### src/logic/timer_cfg.svh
// offsets, field positions and reset values of the timer block
// Notes on behaviour
// - prescale_select picks divider or external clock
// - external clock pin forced input when selected
// - overflow_flag set on wrap after modulo
// - overflow_flag cleared by read then zero write
// - overflow request when flag and enable set
// - counter_stop freezes counter, set by reset
// - counter reset bit clears counter and prescaler
// - stop plus reset leaves counter at zero
// - high byte read latches low byte
// - counter equals modulo, then restarts at zero
// - modulo high write blocks overflow_flag until low
// - channel flag on capture edge or compare
// - channel flag cleared by read then zero write
// - channel request when flag and enable set
// - buffered bit on channels 0 and 2 only
// - mode bit a: capture/compare or initial level
// - toggle on overflow, overflow beats compare
// - high byte access blocks capture or compare
// - edge/level zero disconnects channel pin
`ifndef TIMER_CFG_SVH
`define TIMER_CFG_SVH

`define AXI_AW       8
`define OFS_TSC      8'h00
`define OFS_CNT_HI   8'h04
`define OFS_CNT_LO   8'h08
`define OFS_MOD_HI   8'h0c
`define OFS_MOD_LO   8'h10
`define OFS_CH0_SC   8'h14
`define CH_STRIDE    8'h0c
`define CH_HI        8'h04
`define CH_LO        8'h08
`define OFS_LAST     8'h40

`define TSC_FLAG     7
`define TSC_IE       6
`define TSC_STOP     5
`define TSC_RST      4
`define CSC_FLAG     7

`define PS_EXT       3'h7
`define MOD_RST      16'hffff
`define RESP_OKAY    2'h0
`define RESP_SLVERR  2'h2
`define ELS_TOGGLE   2'h1
`define ELS_CLEAR    2'h2
`define ELS_SET      2'h3

`endif

### src/logic/timer_pkg.sv
// state types of the timer block
package timer_pkg;

	typedef struct packed {
		logic        aw_rdy, w_rdy, aw_got, w_got, wstrb0, bvalid;
		logic [7:0]  awaddr, wdata;
		logic [1:0]  bresp;
		logic        ar_rdy, rvalid;
		logic [7:0]  rdata;
		logic [1:0]  rresp;
		logic [2:0]  ps;
		logic        overflow_irq_enable, counter_stop, overflow_flag, tof_armed, mod_block, lo_held;
		logic [15:0] cnt, mod;
		logic [7:0]  lo_buf;
		logic [5:0]  presc;
		logic        ext_s1, ext_s2, ext_s3, step, ovf, ovf_irq, ext_force;
	} main_state_t;

	typedef struct packed {
		logic        flag, armed, ie, msb, msa, tov, max;
		logic [1:0]  els;
		logic [15:0] val;
		logic [7:0]  stage;
		logic        cap_block, cmp_block, pin_q, oe_q, irq_q, pin_prev;
		logic        sel, pend;
	} chan_state_t;

endpackage

### src/logic/chan_if.sv
// links the timer core to one capture/compare channel
`timescale 1ns/1ps
`default_nettype none
interface chan_if;
	logic        wr_sc, wr_hi, wr_lo, rd_sc, rd_hi, rd_lo;
	logic [7:0]  wdata;
	logic [15:0] cnt;
	logic        step, ovf, pin_in, linked_off, partner_wr;
	logic [15:0] partner_val;
	logic [7:0]  sc_rd, hi_rd, lo_rd;
	logic [15:0] val;
	logic        buf_on, pin_out, pin_oe, irq;

	modport ctrl (output wr_sc, wr_hi, wr_lo, rd_sc, rd_hi, rd_lo, wdata,
		cnt, step, ovf, pin_in, linked_off, partner_wr, partner_val,
		input sc_rd, hi_rd, lo_rd, val, buf_on, pin_out, pin_oe, irq);
	modport unit (input wr_sc, wr_hi, wr_lo, rd_sc, rd_hi, rd_lo, wdata,
		cnt, step, ovf, pin_in, linked_off, partner_wr, partner_val,
		output sc_rd, hi_rd, lo_rd, val, buf_on, pin_out, pin_oe, irq);
endinterface
`default_nettype wire

### src/logic/timer_channel.sv
// one capture/compare channel with flag, pin and value register
`timescale 1ns/1ps
`default_nettype none
`include "timer_cfg.svh"
module timer_channel #(
	parameter bit HAS_BUF = 1'b0
) (
	input  wire logic  aclk,
	input  wire logic  aresetn,
	chan_if.unit       bus
);
	import timer_pkg::*;

	chan_state_t s_reg;
	chan_state_t s_next;
	logic        out_mode;
	logic        cap_mode;
	logic        match;
	logic        edge_hit;
	logic [15:0] cmp_val;

	// odd channel of a linked pair shows an empty status register
	assign bus.sc_rd   = bus.linked_off ? 8'h00 : {s_reg.flag, s_reg.ie,
		s_reg.msb, s_reg.msa, s_reg.els, s_reg.tov, s_reg.max};
	assign bus.hi_rd   = s_reg.val[15:8];
	assign bus.lo_rd   = s_reg.val[7:0];
	assign bus.val     = s_reg.val;
	assign bus.buf_on  = s_reg.msb;
	assign bus.pin_out = s_reg.pin_q;
	assign bus.pin_oe  = s_reg.oe_q;
	assign bus.irq     = s_reg.irq_q;

	// mode decode; buffered bit or mode bit a selects output compare
	assign out_mode = s_reg.msb | s_reg.msa;
	assign cap_mode = ~out_mode & (s_reg.els != 2'h0);
	assign cmp_val  = (s_reg.msb & s_reg.sel) ? bus.partner_val : s_reg.val;
	assign match    = bus.step & (bus.cnt == cmp_val) & ~s_reg.cmp_block
		& out_mode & (s_reg.els != 2'h0);
	assign edge_hit = (s_reg.els[0] & bus.pin_in & ~s_reg.pin_prev)
		| (s_reg.els[1] & ~bus.pin_in & s_reg.pin_prev);

	// next state of the channel
	always_comb
	begin
		s_next = s_reg;
		s_next.pin_prev = bus.pin_in;
		if (bus.rd_sc & s_reg.flag)
			s_next.armed = 1'b1;
		if (bus.wr_sc & ~bus.linked_off)
		begin
			if (~bus.wdata[`CSC_FLAG] & s_reg.armed)
				s_next.flag = 1'b0;
			s_next.armed = 1'b0;
			s_next.ie    = bus.wdata[6];
			s_next.msb   = HAS_BUF & bus.wdata[5];
			s_next.msa   = bus.wdata[4];
			s_next.els   = bus.wdata[3:2];
			s_next.tov   = bus.wdata[1];
			s_next.max   = bus.wdata[0];
		end
		// high byte access holds off the other direction's event
		if (bus.rd_hi & cap_mode)
			s_next.cap_block = 1'b1;
		if (bus.rd_lo)
			s_next.cap_block = 1'b0;
		if (bus.wr_hi)
		begin
			s_next.stage     = bus.wdata;
			s_next.cmp_block = 1'b1;
		end
		if (bus.wr_lo)
		begin
			s_next.val       = {s_reg.stage, bus.wdata};
			s_next.cmp_block = 1'b0;
			s_next.pend      = 1'b0;
		end
		// buffered pair: the last written half takes over at overflow
		if (bus.partner_wr)
			s_next.pend = 1'b1;
		if (bus.ovf)
			s_next.sel = s_reg.msb & s_next.pend;
		// events win over a clear in the same cycle
		if (~bus.linked_off & cap_mode & ~s_reg.cap_block & edge_hit)
		begin
			s_next.val   = bus.cnt;
			s_next.flag  = 1'b1;
			s_next.armed = 1'b0;
		end
		if (~bus.linked_off & match)
		begin
			s_next.flag  = 1'b1;
			s_next.armed = 1'b0;
		end
		// pin level
		if (s_reg.els == 2'h0)
			s_next.pin_q = ~s_reg.msa;
		else if (out_mode)
		begin
			if (bus.ovf & s_reg.tov)
				s_next.pin_q = ~s_reg.pin_q;
			else if (match)
			begin
				case (s_reg.els)
					`ELS_TOGGLE: s_next.pin_q = ~s_reg.pin_q;
					`ELS_CLEAR:  s_next.pin_q = 1'b0;
					`ELS_SET:    s_next.pin_q = 1'b1;
					default:     s_next.pin_q = s_reg.pin_q;
				endcase
			end
			if (s_reg.max & ~s_reg.tov)
				s_next.pin_q = (s_reg.els == `ELS_CLEAR);
		end
		s_next.oe_q = out_mode & (s_next.els != 2'h0) & ~bus.linked_off
			& ~(s_next.els == 2'h0);
		s_next.irq_q = s_next.flag & s_next.ie & ~bus.linked_off;
	end

	always_ff @(posedge aclk)
	begin
		if (!aresetn)
		begin
			s_reg       <= '0;
			s_reg.pin_q <= 1'b1;
		end
		else
			s_reg <= s_next;
	end
endmodule
`default_nettype wire

### src/logic/timer_module.sv
// 16-bit modulo timer with four capture/compare channels, axi4-lite slave
`timescale 1ns/1ps
`default_nettype none
`include "timer_cfg.svh"
module timer_module (
	input  wire logic              aclk,
	input  wire logic              aresetn,
	input  wire logic [`AXI_AW-1:0] awaddr,
	input  wire logic [2:0]        awprot,
	input  wire logic              awvalid,
	output logic                   awready,
	input  wire logic [31:0]       wdata,
	input  wire logic [3:0]        wstrb,
	input  wire logic              wvalid,
	output logic                   wready,
	output logic [1:0]             bresp,
	output logic                   bvalid,
	input  wire logic              bready,
	input  wire logic [`AXI_AW-1:0] araddr,
	input  wire logic [2:0]        arprot,
	input  wire logic              arvalid,
	output logic                   arready,
	output logic [31:0]            rdata,
	output logic [1:0]             rresp,
	output logic                   rvalid,
	input  wire logic              rready,
	input  wire logic              external_clock_pin,
	output logic                   external_clock_force_input,
	input  wire logic [3:0]        channel_pin_in,
	output logic [3:0]             channel_pin_out,
	output logic [3:0]             channel_pin_oe,
	output logic                   overflow_irq,
	output logic [3:0]             channel_irq
);
	import timer_pkg::*;

	main_state_t s_reg;
	main_state_t s_next;
	logic        wr_en;
	logic        wr_fire;
	logic        rd_fire;
	logic        tick;
	logic        wrap;
	logic        ext_rise;
	logic [5:0]  pmask;
	logic [7:0]  rmux;
	logic        rmapped;
	logic [7:0]  ch_sc [4];
	logic [7:0]  ch_hi [4];
	logic [7:0]  ch_lo [4];

	chan_if chan [4] ();

	// a write runs once both address and data are held
	assign wr_fire = s_reg.aw_got & s_reg.w_got & ~s_reg.bvalid;
	assign wr_en   = wr_fire & s_reg.wstrb0;
	assign rd_fire = arvalid & s_reg.ar_rdy;

	assign awready = s_reg.aw_rdy;
	assign wready  = s_reg.w_rdy;
	assign bvalid  = s_reg.bvalid;
	assign bresp   = s_reg.bresp;
	assign arready = s_reg.ar_rdy;
	assign rvalid  = s_reg.rvalid;
	assign rresp   = s_reg.rresp;
	assign rdata   = {24'h000000, s_reg.rdata};
	assign overflow_irq = s_reg.ovf_irq;
	assign external_clock_force_input = s_reg.ext_force;

	// counter clock: divider taps or rising edge of the external pin
	assign pmask    = ~(6'h3f << s_reg.ps);
	assign ext_rise = s_reg.ext_s2 & ~s_reg.ext_s3;
	assign tick     = ~s_reg.counter_stop & ((s_reg.ps == `PS_EXT) ? ext_rise
		: ((s_reg.presc & pmask) == pmask));
	assign wrap     = (s_reg.cnt == s_reg.mod);

	// per-channel strobes and pair wiring
	genvar i;
	generate
		for (i = 0; i < 4; i++)
		begin : g_ch
			localparam logic [7:0] BASE = 8'(`OFS_CH0_SC + i * `CH_STRIDE);
			assign chan[i].wr_sc  = wr_en & (s_reg.awaddr == BASE);
			assign chan[i].wr_hi  = wr_en & (s_reg.awaddr == BASE + `CH_HI);
			assign chan[i].wr_lo  = wr_en & (s_reg.awaddr == BASE + `CH_LO);
			assign chan[i].rd_sc  = rd_fire & (araddr == BASE);
			assign chan[i].rd_hi  = rd_fire & (araddr == BASE + `CH_HI);
			assign chan[i].rd_lo  = rd_fire & (araddr == BASE + `CH_LO);
			assign chan[i].wdata  = s_reg.wdata;
			assign chan[i].cnt    = s_reg.cnt;
			assign chan[i].step   = s_reg.step;
			assign chan[i].ovf    = s_reg.ovf;
			assign chan[i].pin_in = channel_pin_in[i];
			assign ch_sc[i] = chan[i].sc_rd;
			assign ch_hi[i] = chan[i].hi_rd;
			assign ch_lo[i] = chan[i].lo_rd;
			assign channel_pin_out[i] = chan[i].pin_out;
			assign channel_pin_oe[i]  = chan[i].pin_oe;
			assign channel_irq[i]     = chan[i].irq;
			if (i % 2 == 0)
			begin : g_even
				assign chan[i].linked_off  = 1'b0;
				assign chan[i].partner_val = chan[i + 1].val;
				assign chan[i].partner_wr  = chan[i + 1].wr_lo;
			end
			else
			begin : g_odd
				assign chan[i].linked_off  = chan[i - 1].buf_on;
				assign chan[i].partner_val = 16'h0000;
				assign chan[i].partner_wr  = 1'b0;
			end
			timer_channel #(
				.HAS_BUF (i % 2 == 0)
			) u_chan (
				.aclk    (aclk),
				.aresetn (aresetn),
				.bus     (chan[i])
			);
		end
	endgenerate

	// read mux; unmapped or misaligned addresses answer with slverr
	always_comb
	begin
		rmux    = 8'h00;
		rmapped = (araddr <= `OFS_LAST) && (araddr[1:0] == 2'h0);
		case (araddr)
			`OFS_TSC:    rmux = {s_reg.overflow_flag, s_reg.overflow_irq_enable, s_reg.counter_stop,
				2'h0, s_reg.ps};
			`OFS_CNT_HI: rmux = s_reg.cnt[15:8];
			`OFS_CNT_LO: rmux = s_reg.lo_held ? s_reg.lo_buf
				: s_reg.cnt[7:0];
			`OFS_MOD_HI: rmux = s_reg.mod[15:8];
			`OFS_MOD_LO: rmux = s_reg.mod[7:0];
			default:
			begin
				for (int k = 0; k < 4; k++)
				begin
					if (araddr == 8'(`OFS_CH0_SC + 8'(k) * `CH_STRIDE))
						rmux = ch_sc[k];
					if (araddr == 8'(`OFS_CH0_SC + 8'(k) * `CH_STRIDE + `CH_HI))
						rmux = ch_hi[k];
					if (araddr == 8'(`OFS_CH0_SC + 8'(k) * `CH_STRIDE + `CH_LO))
						rmux = ch_lo[k];
				end
			end
		endcase
	end

	// bus handshakes, counter and status updates
	always_comb
	begin
		s_next = s_reg;
		if (awvalid & s_reg.aw_rdy)
		begin
			s_next.aw_got = 1'b1;
			s_next.awaddr = awaddr;
			s_next.aw_rdy = 1'b0;
		end
		if (wvalid & s_reg.w_rdy)
		begin
			s_next.w_got  = 1'b1;
			s_next.wdata  = wdata[7:0];
			s_next.wstrb0 = wstrb[0];
			s_next.w_rdy  = 1'b0;
		end
		if (wr_fire)
		begin
			s_next.aw_got = 1'b0;
			s_next.w_got  = 1'b0;
			s_next.bvalid = 1'b1;
			s_next.bresp  = ((s_reg.awaddr <= `OFS_LAST)
				&& (s_reg.awaddr[1:0] == 2'h0)) ? `RESP_OKAY : `RESP_SLVERR;
		end
		// readies come back only after the response is taken
		if (s_reg.bvalid & bready)
		begin
			s_next.bvalid = 1'b0;
			s_next.aw_rdy = 1'b1;
			s_next.w_rdy  = 1'b1;
		end
		if (rd_fire)
		begin
			s_next.ar_rdy = 1'b0;
			s_next.rvalid = 1'b1;
			s_next.rdata  = rmux;
			s_next.rresp  = rmapped ? `RESP_OKAY : `RESP_SLVERR;
		end
		if (s_reg.rvalid & rready)
		begin
			s_next.rvalid = 1'b0;
			s_next.ar_rdy = 1'b1;
		end

		// external pin: second flop feeds the edge detector
		s_next.ext_s1 = external_clock_pin;
		s_next.ext_s2 = s_reg.ext_s1;
		s_next.ext_s3 = s_reg.ext_s2;

		// prescaler runs only while the counter runs
		if (~s_reg.counter_stop)
			s_next.presc = s_reg.presc + 6'h01;
		s_next.step = tick;
		s_next.ovf  = tick & wrap;
		if (tick)
			s_next.cnt = wrap ? 16'h0000 : s_reg.cnt + 16'h0001;

		// latched low byte of the counter
		if (rd_fire & (araddr == `OFS_CNT_HI) & ~s_reg.lo_held)
		begin
			s_next.lo_buf  = s_reg.cnt[7:0];
			s_next.lo_held = 1'b1;
		end
		if (rd_fire & (araddr == `OFS_CNT_LO))
			s_next.lo_held = 1'b0;

		// overflow flag clearing sequence
		if (rd_fire & (araddr == `OFS_TSC) & s_reg.overflow_flag)
			s_next.tof_armed = 1'b1;
		if (wr_en & (s_reg.awaddr == `OFS_TSC))
		begin
			if (~s_reg.wdata[`TSC_FLAG] & s_reg.tof_armed)
				s_next.overflow_flag = 1'b0;
			s_next.tof_armed = 1'b0;
			s_next.overflow_irq_enable  = s_reg.wdata[`TSC_IE];
			s_next.counter_stop = s_reg.wdata[`TSC_STOP];
			s_next.ps    = s_reg.wdata[2:0];
			if (s_reg.wdata[`TSC_RST])
			begin
				s_next.cnt   = 16'h0000;
				s_next.presc = 6'h00;
				s_next.step  = 1'b0;
				s_next.ovf   = 1'b0;
			end
		end

		// modulo writes; high byte holds off the overflow flag
		if (wr_en & (s_reg.awaddr == `OFS_MOD_HI))
		begin
			s_next.mod[15:8] = s_reg.wdata;
			s_next.mod_block = 1'b1;
		end
		if (wr_en & (s_reg.awaddr == `OFS_MOD_LO))
		begin
			s_next.mod[7:0]  = s_reg.wdata;
			s_next.mod_block = 1'b0;
		end

		// an overflow beats a clear in the same cycle
		if (tick & wrap & ~s_reg.mod_block)
		begin
			s_next.overflow_flag       = 1'b1;
			s_next.tof_armed = 1'b0;
		end
		s_next.ovf_irq   = s_next.overflow_flag & s_next.overflow_irq_enable;
		s_next.ext_force = (s_next.ps == `PS_EXT);
	end

	always_ff @(posedge aclk)
	begin
		if (!aresetn)
		begin
			s_reg        <= '0;
			s_reg.counter_stop  <= 1'b1;
			s_reg.mod    <= `MOD_RST;
			s_reg.aw_rdy <= 1'b1;
			s_reg.w_rdy  <= 1'b1;
			s_reg.ar_rdy <= 1'b1;
		end
		else
			s_reg <= s_next;
	end
endmodule
`default_nettype wire

### config.mk
export PLATFORM = sky130hd
export DESIGN_NAME = timer_module
export DESIGN_NICKNAME = d
export VERILOG_FILES = /design/src/logic/timer_pkg.sv /design/src/logic/chan_if.sv /design/src/logic/timer_channel.sv /design/src/logic/timer_module.sv
export VERILOG_INCLUDE_DIRS = /design/src /design/src/logic
export SDC_FILE = /design/constraint.sdc
export NUM_CORES = 1
export LEC_CHECK = 0
export BUFFER_PORTS_ARGS = -buffer_cell sky130_fd_sc_hd__buf_2
export CAP_MARGIN = 20
export CORE_MARGIN = 3
export CORE_UTILIZATION = 50
export DETAILED_ROUTE_END_ITERATION = 8
export PLACE_DENSITY = 0.69
export SKIP_CTS_REPAIR_TIMING = 1
export SLEW_MARGIN = 40
export SYNTH_ARGS = -nofsm -noshare
export SYNTH_HDL_FRONTEND = slang
export SYNTH_SLANG_ARGS = --single-unit
### constraint.sdc
create_clock -name aclk -period 4.5 [get_ports aclk]
set_input_delay 0.225 -clock aclk [delete_from_list [all_inputs] [get_ports aclk]]
set_output_delay 0.225 -clock aclk [all_outputs]
set_load 0.01 [all_outputs]
==> impl_metrics.tcl, run 1 <==
set metrics [dict create \
    num_rows 60 \
    ir_drop_mv 0.276 \
    cp.arrival_ns 3.19 \
    ys_seq_elements 254 \
    nFillCells 2475 \
    drv_cap 0 \
    place_ws_ns 1.77 \
    grt_pass1_vias 11600 \
    antenna_found_initial 1 \
    final_core_util_pct 56.5 \
    hold_ws_ns -0.0168 \
    num_antenna_cells 0 \
    crit_path_top_delay_cell "a2111oi_0" \
    slew-limit-headroom_pct 41.9 \
    finalSetupViolations 0 \
    yosysWarnings 0 \
    crit_chain "xor2_1 > nor3_1 > nand3_1 > a2111oi_0 > nand4_1 > nor3b_1" \
    endpoint_kind "flop" \
    routedWlPerCell_um 22.5 \
    ys_seq_area_share_pct 36.9 \
    grt_overflow 0 \
    io-pin-count 125 \
    ys.flop_type "dfxtp_1" \
    drive_gt1_share_pct 12.4 \
    required_ns 4.94 \
    grt_max_degree 76 \
    maxSlewViolCount 0 \
    fin_setup_tns_ns 0 \
    finClkSkew_ns 0.0165 \
    async_reset_ff_share_pct 0 \
    avgViaCountPerCell 6.20 \
    vias 12400 \
    p_clk_share_pct 48.6 \
    setup_ws_ns 1.75 \
    clk_pin_slew_ns 0.06 \
    clockRootBuffer "clkbuf_16" \
    p_seq_share_pct 46.0 \
    post-route-period-util_pct 61.2 \
    path_buf_inv 0 \
    syn_to_final_growth_pct 10.7 \
    status "finished with violations" \
    firstDrtPassIters 6 \
    die_h_um 172 \
    rsz0062_at_grt "no" \
    worst-setup-path-type "flop to flop" \
    clockBufferDepth 3 \
    netlist_instances 1631 \
    drc 0 \
    final_net_count 1705 \
    grtUsageTotal_pct 29.7 \
    numClockSinks 254 \
    ys_types 88 \
    grt_pass1_wl_mm 68.0 \
    port_buffers 65 \
    cts_tree "built" \
    routabilityCongestion 1.00 \
    clock_latency_ns 0.56 \
    start_util_pct 51.0 \
    drt_iter0_markers 1413 \
    total_power_uw 5040 \
    power_switching_uw 1200 \
    largest_reg_flops 80 \
    dp_hpwl_mm 30.8 \
    pwr_density_cell_mw_per_mm2 330 \
    combPwrFrac_pct 5.5 \
    syn_area_mm2 0.0138 \
    power_leakage_uw 0.00636 \
    chipWidth_um 172 \
    critPathLaunchType "flop" \
    synth-edff-count 0 \
    cpPeakStageDelay_ns 0.82 \
    cp_max_fo 9 \
    p_int_uw 3840 \
    tightestPinTransition_ns 0.850 \
    critical_path.top_delay_family "simple AND/OR/NAND/NOR gates" \
    htreeDepth 1 \
    min_period_ns 2.75 \
    violations "hold timing" \
    die_area_mm2 0.0296 \
    coreArea_mm2 0.0270 \
    hold_class "primary input to flop" \
    routed_wl_mm 45.0 \
    ant_nets 0 \
    fmax_mhz 363 \
    final-hold-violation-count 1 \
    post_synth.cell_area_avg_um2 8.45 \
    power.switching_fraction_pct 23.7 \
    cts_buffers 29 \
]
[worst min-delay path: cells and delay by family]
family | cells | cell delay [ns]
AOI/OAI and AO/OA | 1 | 0.12
buffers and inverters | 2 | 0.16
[logic make-up (layout without fill, tap and decap cells)]
logic type	count (synthesis)	count (layout)	synth area share, %
and+or+nand+nor	556	556	19.9
other	1	26	0.0272
muxes	154	154	11.3
buffers and inverters	219	219	8.03
DFF	254	254	36.9
adders and majority gates	2	2	0.181
xor gates and xnor gates	85	85	5.40
AOI/OAI and AO/OA	360	360	18.3
[Yosys cell counts, types with 5 or more instances]
library cell,count,area (um2)
o22ai_1,8,50.1
and3_1,6,37.5
a211oi_1,62,465
clkbuf_1,94,353
buf_1,6,22.5
o21ai_0,57,285
inv_1,38,143
nand2b_1,20,125
nor4_1,13,81.3
buf_4,51,383
mux2i_1,136,1360
nor3b_1,7,52.6
a222oi_1,5,50.1
a21boi_0,5,37.5
a21oi_1,74,370
o2111ai_1,15,131
a21o_1,7,52.6
mux2_2,18,203
a221o_1,6,60.1
o211ai_1,14,105
a2111oi_0,6,52.6
nand3b_1,7,52.6
a221oi_1,7,61.3
xnor2_1,36,315
a31oi_1,12,75.1
and2_1,24,150
o2bb2ai_1,8,70.1
o21ai_1,7,35.0
nor2_1,211,792
a22oi_1,10,75.1
nand2_1,133,499
xor2_1,49,429
or3_1,7,43.8
nor3_1,28,140
o221ai_1,5,43.8
nand3_1,36,180
buf_2,21,105
nor2b_1,11,68.8
a2bb2oi_1,7,61.3
buf_6,5,56.3
dfxtp_1,254,5080
nand4_1,10,62.6
nor4b_1,8,70.1
[cells in the final DEF, fill, tap and decap left out, drive strengths merged, types with 8 or more instances in the layout]
cell and instances:
conb 26, a31oi 12, dlygate4sd3 28, nand2 133, inv 40, nor3b 8
buf 98, nor3 31, a22oi 10, nor2 211, clkbuf 46, xnor2 36
a211oi 62, nor4b 13, nand4 10, o211ai 14, o21ai 66, mux2 18
o22ai 8, dfxtp 254, nand3 38, nor4 14, mux2i 136, xor2 49
nor2b 11, o2111ai 15, a21oi 74, nand2b 20, o2bb2ai 8, and2 25
[power by group through the flow]
stage	clock network, uW	logic, uW	registers (uW)
6_report	2450	276	2320
5_1_grt	2570	298	2320
4_1_cts	2460	251	2310
3_5_place_dp	0	250	2360
3_3_place_gp	0	248	2360
2_1_floorplan	0	192	2340
[worst paths after layout]
kind | start | end | slack, ns | cells after the start
max | chan[0].cnt[14] | g_ch[0].u_chan.bus.pin_out | 1.75 | 6
min | arvalid | arready | -0.02 | 3
max reg2reg | chan[0].cnt[14] | g_ch[0].u_chan.bus.pin_out | 1.75 | 6
min reg2reg | s_next[5] | s_next[4] | 0.43 | 1
[layout make-up]
class | instances | area, um2 | area share (%)
timing repair buffer | 126 | 866 | 5.67
clock buffer | 46 | 860 | 5.63
tap | 341 | 427 | 2.79
clock inverter | 8 | 129 | 0.844
inverter | 39 | 149 | 0.975
sequential | 254 | 5090 | 33.4
multi-input combinational | 1183 | 7750 | 50.7
[metrics by stage]
stage               instances  hold WS (ns)  area, um2
floorplan                1656         0.325      13900
global placement         1915         0.423      14000
detailed placement       1915         0.424      14000
CTS                      1969        -0.141      15000
global route             1997       0.00433      15300
finish                   1997       -0.0168      15300
[layer usage]
| metal | global-route usage, % | part of all wire (%) | vias up |
|---|---|---|---|
| met5 | 0 | 0.029 | - |
| met4 | 13.5 | 5.3 | 2 |
| met3 | 5.85 | 8.3 | 153 |
| met2 | 47.7 | 45 | 569 |
| met1 | 38.7 | 41 | 5920 |
| li1 | - | - | 5745 |
Power figures use the tool's default switching activity.
==> run 2: changes to the inputs <==
- PLACE_DENSITY: 0.69 -> 0.72
- clock period: 4.5 -> 2.33 ns (I/O delays scaled with it)
==> run 2 against run 1 <==
The flow now finishes without violations. Die area unchanged. Global-route usage increased by 2.9 points. First-iteration DRC count decreased by 8.8%. Cell area increased by 7.0%. Cell count increased by 5.9%. Non-clock buffer count increased by 120. Register-to-register slack got worse by 1.7 ns. Clock power increased by 92%. Flip-flop and latch count unchanged. Critical path depth increased by 1. Sequential share of layout area decreased by 2.2 points.
==> impl_metrics.tcl, run 2 (synthesis results as in run 1) <==
set metrics [dict create \
    status "finished clean" \
    critPathLaunchType "flop" \
    endpoint_kind "flop" \
    antenna_found_initial 1 \
    drive_gt1_share_pct 17.9 \
    largest_reg_flops 80 \
    routedWlPerCell_um 23.5 \
    grtUsageTotal_pct 32.6 \
    layout_common_cells "253 x dfxtp_1, 211 x nor2_1, 137 x buf_4, 136 x mux2i_1, 133 x nand2_1" \
    clock_latency_ns 0.56 \
    rsz0062_at_grt "no" \
    total_power_uw 9810 \
    dp_hpwl_mm 35.9 \
    htreeDepth 1 \
    required_ns 2.77 \
    cp_max_fo 2 \
    finClkSkew_ns 0.0168 \
    crit_path_top_delay_cell "o41ai_1" \
    grt_pass1_vias 12400 \
    mostFrequentLayoutCell "dfxtp_1" \
    chipWidth_um 172 \
    num_antenna_cells 0 \
    finalSetupViolations 0 \
    coreArea_mm2 0.0270 \
    clockRootBuffer "clkbuf_16" \
    ant_nets 0 \
    grt_max_degree 44 \
    placed_area_mm2 0.0150 \
    nFillCells 2364 \
    hold_class "primary input to flop" \
    ir_drop_mv 0.451 \
    port_buffers 65 \
    grt_overflow 0 \
    cts_tree "built" \
    maxSlewViolCount 0 \
    final_area_mm2 0.0163 \
    drt_iter0_markers 1289 \
    die_h_um 172 \
    avgViaCountPerCell 6.20 \
    post-route-period-util_pct 96.4 \
    clk_pin_slew_ns 0.06 \
    grt_pass1_wl_mm 74.1 \
    clockBufferDepth 3 \
    hold_ws_ns 0.0470 \
    power_leakage_uw 0.00702 \
    vias 13100 \
    final-hold-violation-count 0 \
    syn_to_final_growth_pct 18.5 \
    routabilityCongestion 1.00 \
    pwr_density_cell_mw_per_mm2 600 \
    start_util_pct 51.0 \
    firstDrtPassIters 6 \
    place_ws_ns -0.162 \
    final_net_count 1825 \
    setup_ws_ns 0.0842 \
    numClockSinks 254 \
    tightestPinTransition_ns 0.841 \
    worst-setup-path-type "flop to flop" \
    drv_cap 0 \
    cts_buffers 29 \
    cpPeakStageDelay_ns 0.44 \
    crit_chain "xor2_1 > nor4_4 > nand3_1 > o41ai_1 > buf_4 > a21oi_1 > nor4_1" \
    place_inst 2032 \
    routed_wl_mm 49.6 \
    drc 0 \
    fmax_mhz 445 \
    fin_cells 2114 \
    num_rows 60 \
    die_area_mm2 0.0296 \
    cp.arrival_ns 2.68 \
    io-pin-count 125 \
    min_period_ns 2.25 \
    slew-limit-headroom_pct 43.8 \
]
==> run 2: changes by cell type in the layout (fill, tap and decap cells not counted), sizes merged <==
cell | before | now
buf | 98 | 217
clkbuf | 46 | 44
dlygate4sd3 | 28 | 29
inv | 40 | 39
==> run 2: where the power goes <==
part / switching [uW] / total (uW) / leakage (uW) / internal, uW
sequential: 55.6 / 4440 / 0.00205 / 4390
clock: 1850 / 4710 / 0.000478 / 2860
combinational: 420 / 661 / 0.00449 / 241
==> run 2: path summary, 6_finish.rpt <==
path | slack (ns) | from | endpoint | cells after the start
hold reg to reg | 0.43 | s_next[5] | s_next[4] | 1
setup reg to reg | 0.08 | g_ch[3].u_chan.bus.val[10] | g_ch[3].u_chan.bus.irq | 7
hold / removal | 0.05 | aresetn | g_ch[2].u_chan.s_reg[35] | 3
setup / recovery | 0.08 | g_ch[3].u_chan.bus.val[10] | g_ch[3].u_chan.bus.irq | 7
==> run 2: metal layers <==
| metal | part of all wire (%) | global-route usage, % | up-vias |
|---|---|---|---|
| met1 | 41 | 42.5 | 6312 |
| met3 | 8.1 | 5.12 | 155 |
| met5 | 0 | 0 | - |
| met2 | 46 | 53.3 | 665 |
| li1 | - | - | 5978 |
| met4 | 5.4 | 15.0 | 0 |
==> run 2: layout make-up <==
| cell class | count | area [um2] | area share [%] |
|---|---|---|---|
| Tap cell | 341 | 427 | 2.61 |
| Clock inverter | 7 | 116 | 0.712 |
| Sequential cell | 254 | 5090 | 31.1 |
| Inverter | 39 | 149 | 0.911 |
| Clock buffer | 44 | 862 | 5.28 |
| Multi-Input combinational cell | 1183 | 7750 | 47.5 |
| Timing Repair Buffer | 246 | 1940 | 11.9 |
==> run 2: through the flow <==
stage,util [%],TNS [ns]
detailed placement,55.5,-0.339
floorplan,-,0
finish,60.5,0
global route,60.5,0
CTS,59.1,-0.417
global placement,55.5,-0.280
==> run 2: worst max-delay path: cells and delay by family, from the launching register on <==
kind,cells,cell delay (ns)
simple gates,3,0.89
compound gates,2,0.48
flops,1,0.36
xor+xnor,1,0.21
buf+inv,1,0.18
==> run 3: changes to the inputs <==
- PLACE_DENSITY: 0.72 -> 0.69
- clock period: 2.33 -> 2.4 ns (I/O delays scaled with it)
==> run 3 against run 2 <==
Register-to-register slack hardly changed. Critical path type unchanged. Highest routed layer unchanged. Die area did not move. Global-route usage is 0.82 points lower. Hold slack better by 0.049 ns. Power is 2.7% lower. Clock skew shrank 0.0032 ns.
==> impl_metrics.tcl, run 3 (synthesis results as in run 1) <==
set metrics [dict create \
    ant_nets 0 \
    seq_area_mm2 0.00509 \
    dp_hpwl_mm 34.9 \
    pwr_density_cell_mw_per_mm2 595 \
    critical_path.top_delay_family "simple AND/OR/NAND/NOR gates" \
    placed_area_mm2 0.0147 \
    htreeDepth 1 \
    port_buffers 65 \
    coreArea_mm2 0.0270 \
    largest_reg_flops 80 \
    min_period_ns 2.32 \
    hold_class "primary input to flop" \
    clockBufferDepth 3 \
    num_rows 60 \
    avgViaCountPerCell 6.13 \
    routed_wl_mm 48.5 \
    start_util_pct 51.0 \
    io-pin-count 125 \
    cts_buffers 29 \
    clock_latency_ns 0.57 \
    firstDrtPassIters 7 \
    grt_max_degree 54 \
    total_power_uw 9550 \
    endpoint_kind "flop" \
    fin_cells 2091 \
    final-hold-violation-count 0 \
    fmax_mhz 431 \
    routabilityCongestion 1.01 \
    crit_path_top_delay_cell "dfxtp_1" \
    ir_drop_mv 0.495 \
    grt_pass1_wl_mm 72.1 \
    antenna_found_initial 0 \
    drv_cap 0 \
    die_area_mm2 0.0296 \
    final_area_mm2 0.0160 \
    vias 12800 \
    grtUsageTotal_pct 31.8 \
    cts_tree "built" \
    cp.arrival_ns 2.78 \
    finClkSkew_ns 0.0136 \
    finalSetupViolations 0 \
    maxSlewViolCount 0 \
    die_h_um 172 \
    final_net_count 1800 \
    chipWidth_um 172 \
    syn_to_final_growth_pct 16.3 \
    required_ns 2.86 \
    drc 0 \
    crit_chain "nand2_1 > buf_4 > mux2i_1 > o211ai_1 > nor4bb_2 > buf_4 > a31oi_1 > and3_1" \
    critPathLaunchType "flop" \
    cp_max_fo 11 \
    worst-setup-path-type "flop to flop" \
    rsz0062_at_grt "no" \
    post-route-period-util_pct 96.7 \
    place_inst 2009 \
    clockRootBuffer "clkbuf_16" \
    layout_common_cells "247 x dfxtp_1, 211 x nor2_1, 136 x mux2i_1, 133 x nand2_1, 120 x buf_4" \
    numClockSinks 254 \
    nFillCells 2433 \
    multi_input_area_mm2 0.00773 \
    path_buf_inv 2 \
    clk_pin_slew_ns 0.06 \
    mostFrequentLayoutCell "dfxtp_1" \
    power_leakage_uw 0.00686 \
    routedWlPerCell_um 23.2 \
    cpPeakStageDelay_ns 0.55 \
    fin_setup_tns_ns 0 \
    final_core_util_pct 59.4 \
    num_antenna_cells 0 \
    drt_iter0_markers 1391 \
    drive_gt1_share_pct 17.0 \
    tightestPinTransition_ns 0.880 \
    status "finished clean" \
    crit_path_frequent_cell "buf_4" \
    grt_pass1_vias 12000 \
    grt_overflow 0 \
    slew-limit-headroom_pct 41.4 \
]
## run 3: report_power, final
group	leakage [uW]	switching, uW	internal, uW
Clock	0.000478	1870	2760
Combinational	0.00432	394	210
Sequential	0.00206	53.9	4260
Total	0.00686	2320	7220
## run 3: stage by stage
stage,hold WS [ns],setup WS (ns)
detailed placement,0.332,-0.0339
global route,0.112,0.00271
finish,0.0960,0.0801
global placement,0.329,-0.00612
CTS,-0.256,-0.0596
floorplan,0.220,0.358
## run 3: path summary, 6_finish.rpt
path,endpoint,slack (ns),depth (start not counted),startpoint
min,g_ch[0].u_chan.s_reg[35],0.1,3,aresetn
max,g_ch[0].u_chan.s_reg[39],0.08,8,g_ch[0].u_chan.s_reg[1]
max reg2reg,g_ch[0].u_chan.s_reg[39],0.08,8,g_ch[0].u_chan.s_reg[1]
min reg2reg,s_next[4],0.43,1,s_next[5]
## run 3: layout make-up
class	instances	area share, %
clock buffer	40	4.97
timing repair buffer	221	10.3
sequential	254	31.8
inverter	39	0.928
tap	341	2.66
multi-input combinational	1183	48.2
clock inverter	13	1.15
## run 3: worst reg2reg max path, cell delays in order (launching register included)
cell and delay [ns]:
dfxtp_1 0.55, nand2_1 0.11, buf_4 0.18, mux2i_1 0.24, o211ai_1 0.13, nor4bb_2 0.45
buf_4 0.18, a31oi_1 0.15, and3_1 0.22
## run 3: layer usage
metal / global-route usage (%) / vias up / share of wire (%)
li1: - / 5938 / -
met5: 0 / - / 0
met1: 42.9 / 6119 / 42
met3: 4.18 / 161 / 7.5
met2: 50.6 / 600 / 45
met4: 15.1 / 0 / 5.5
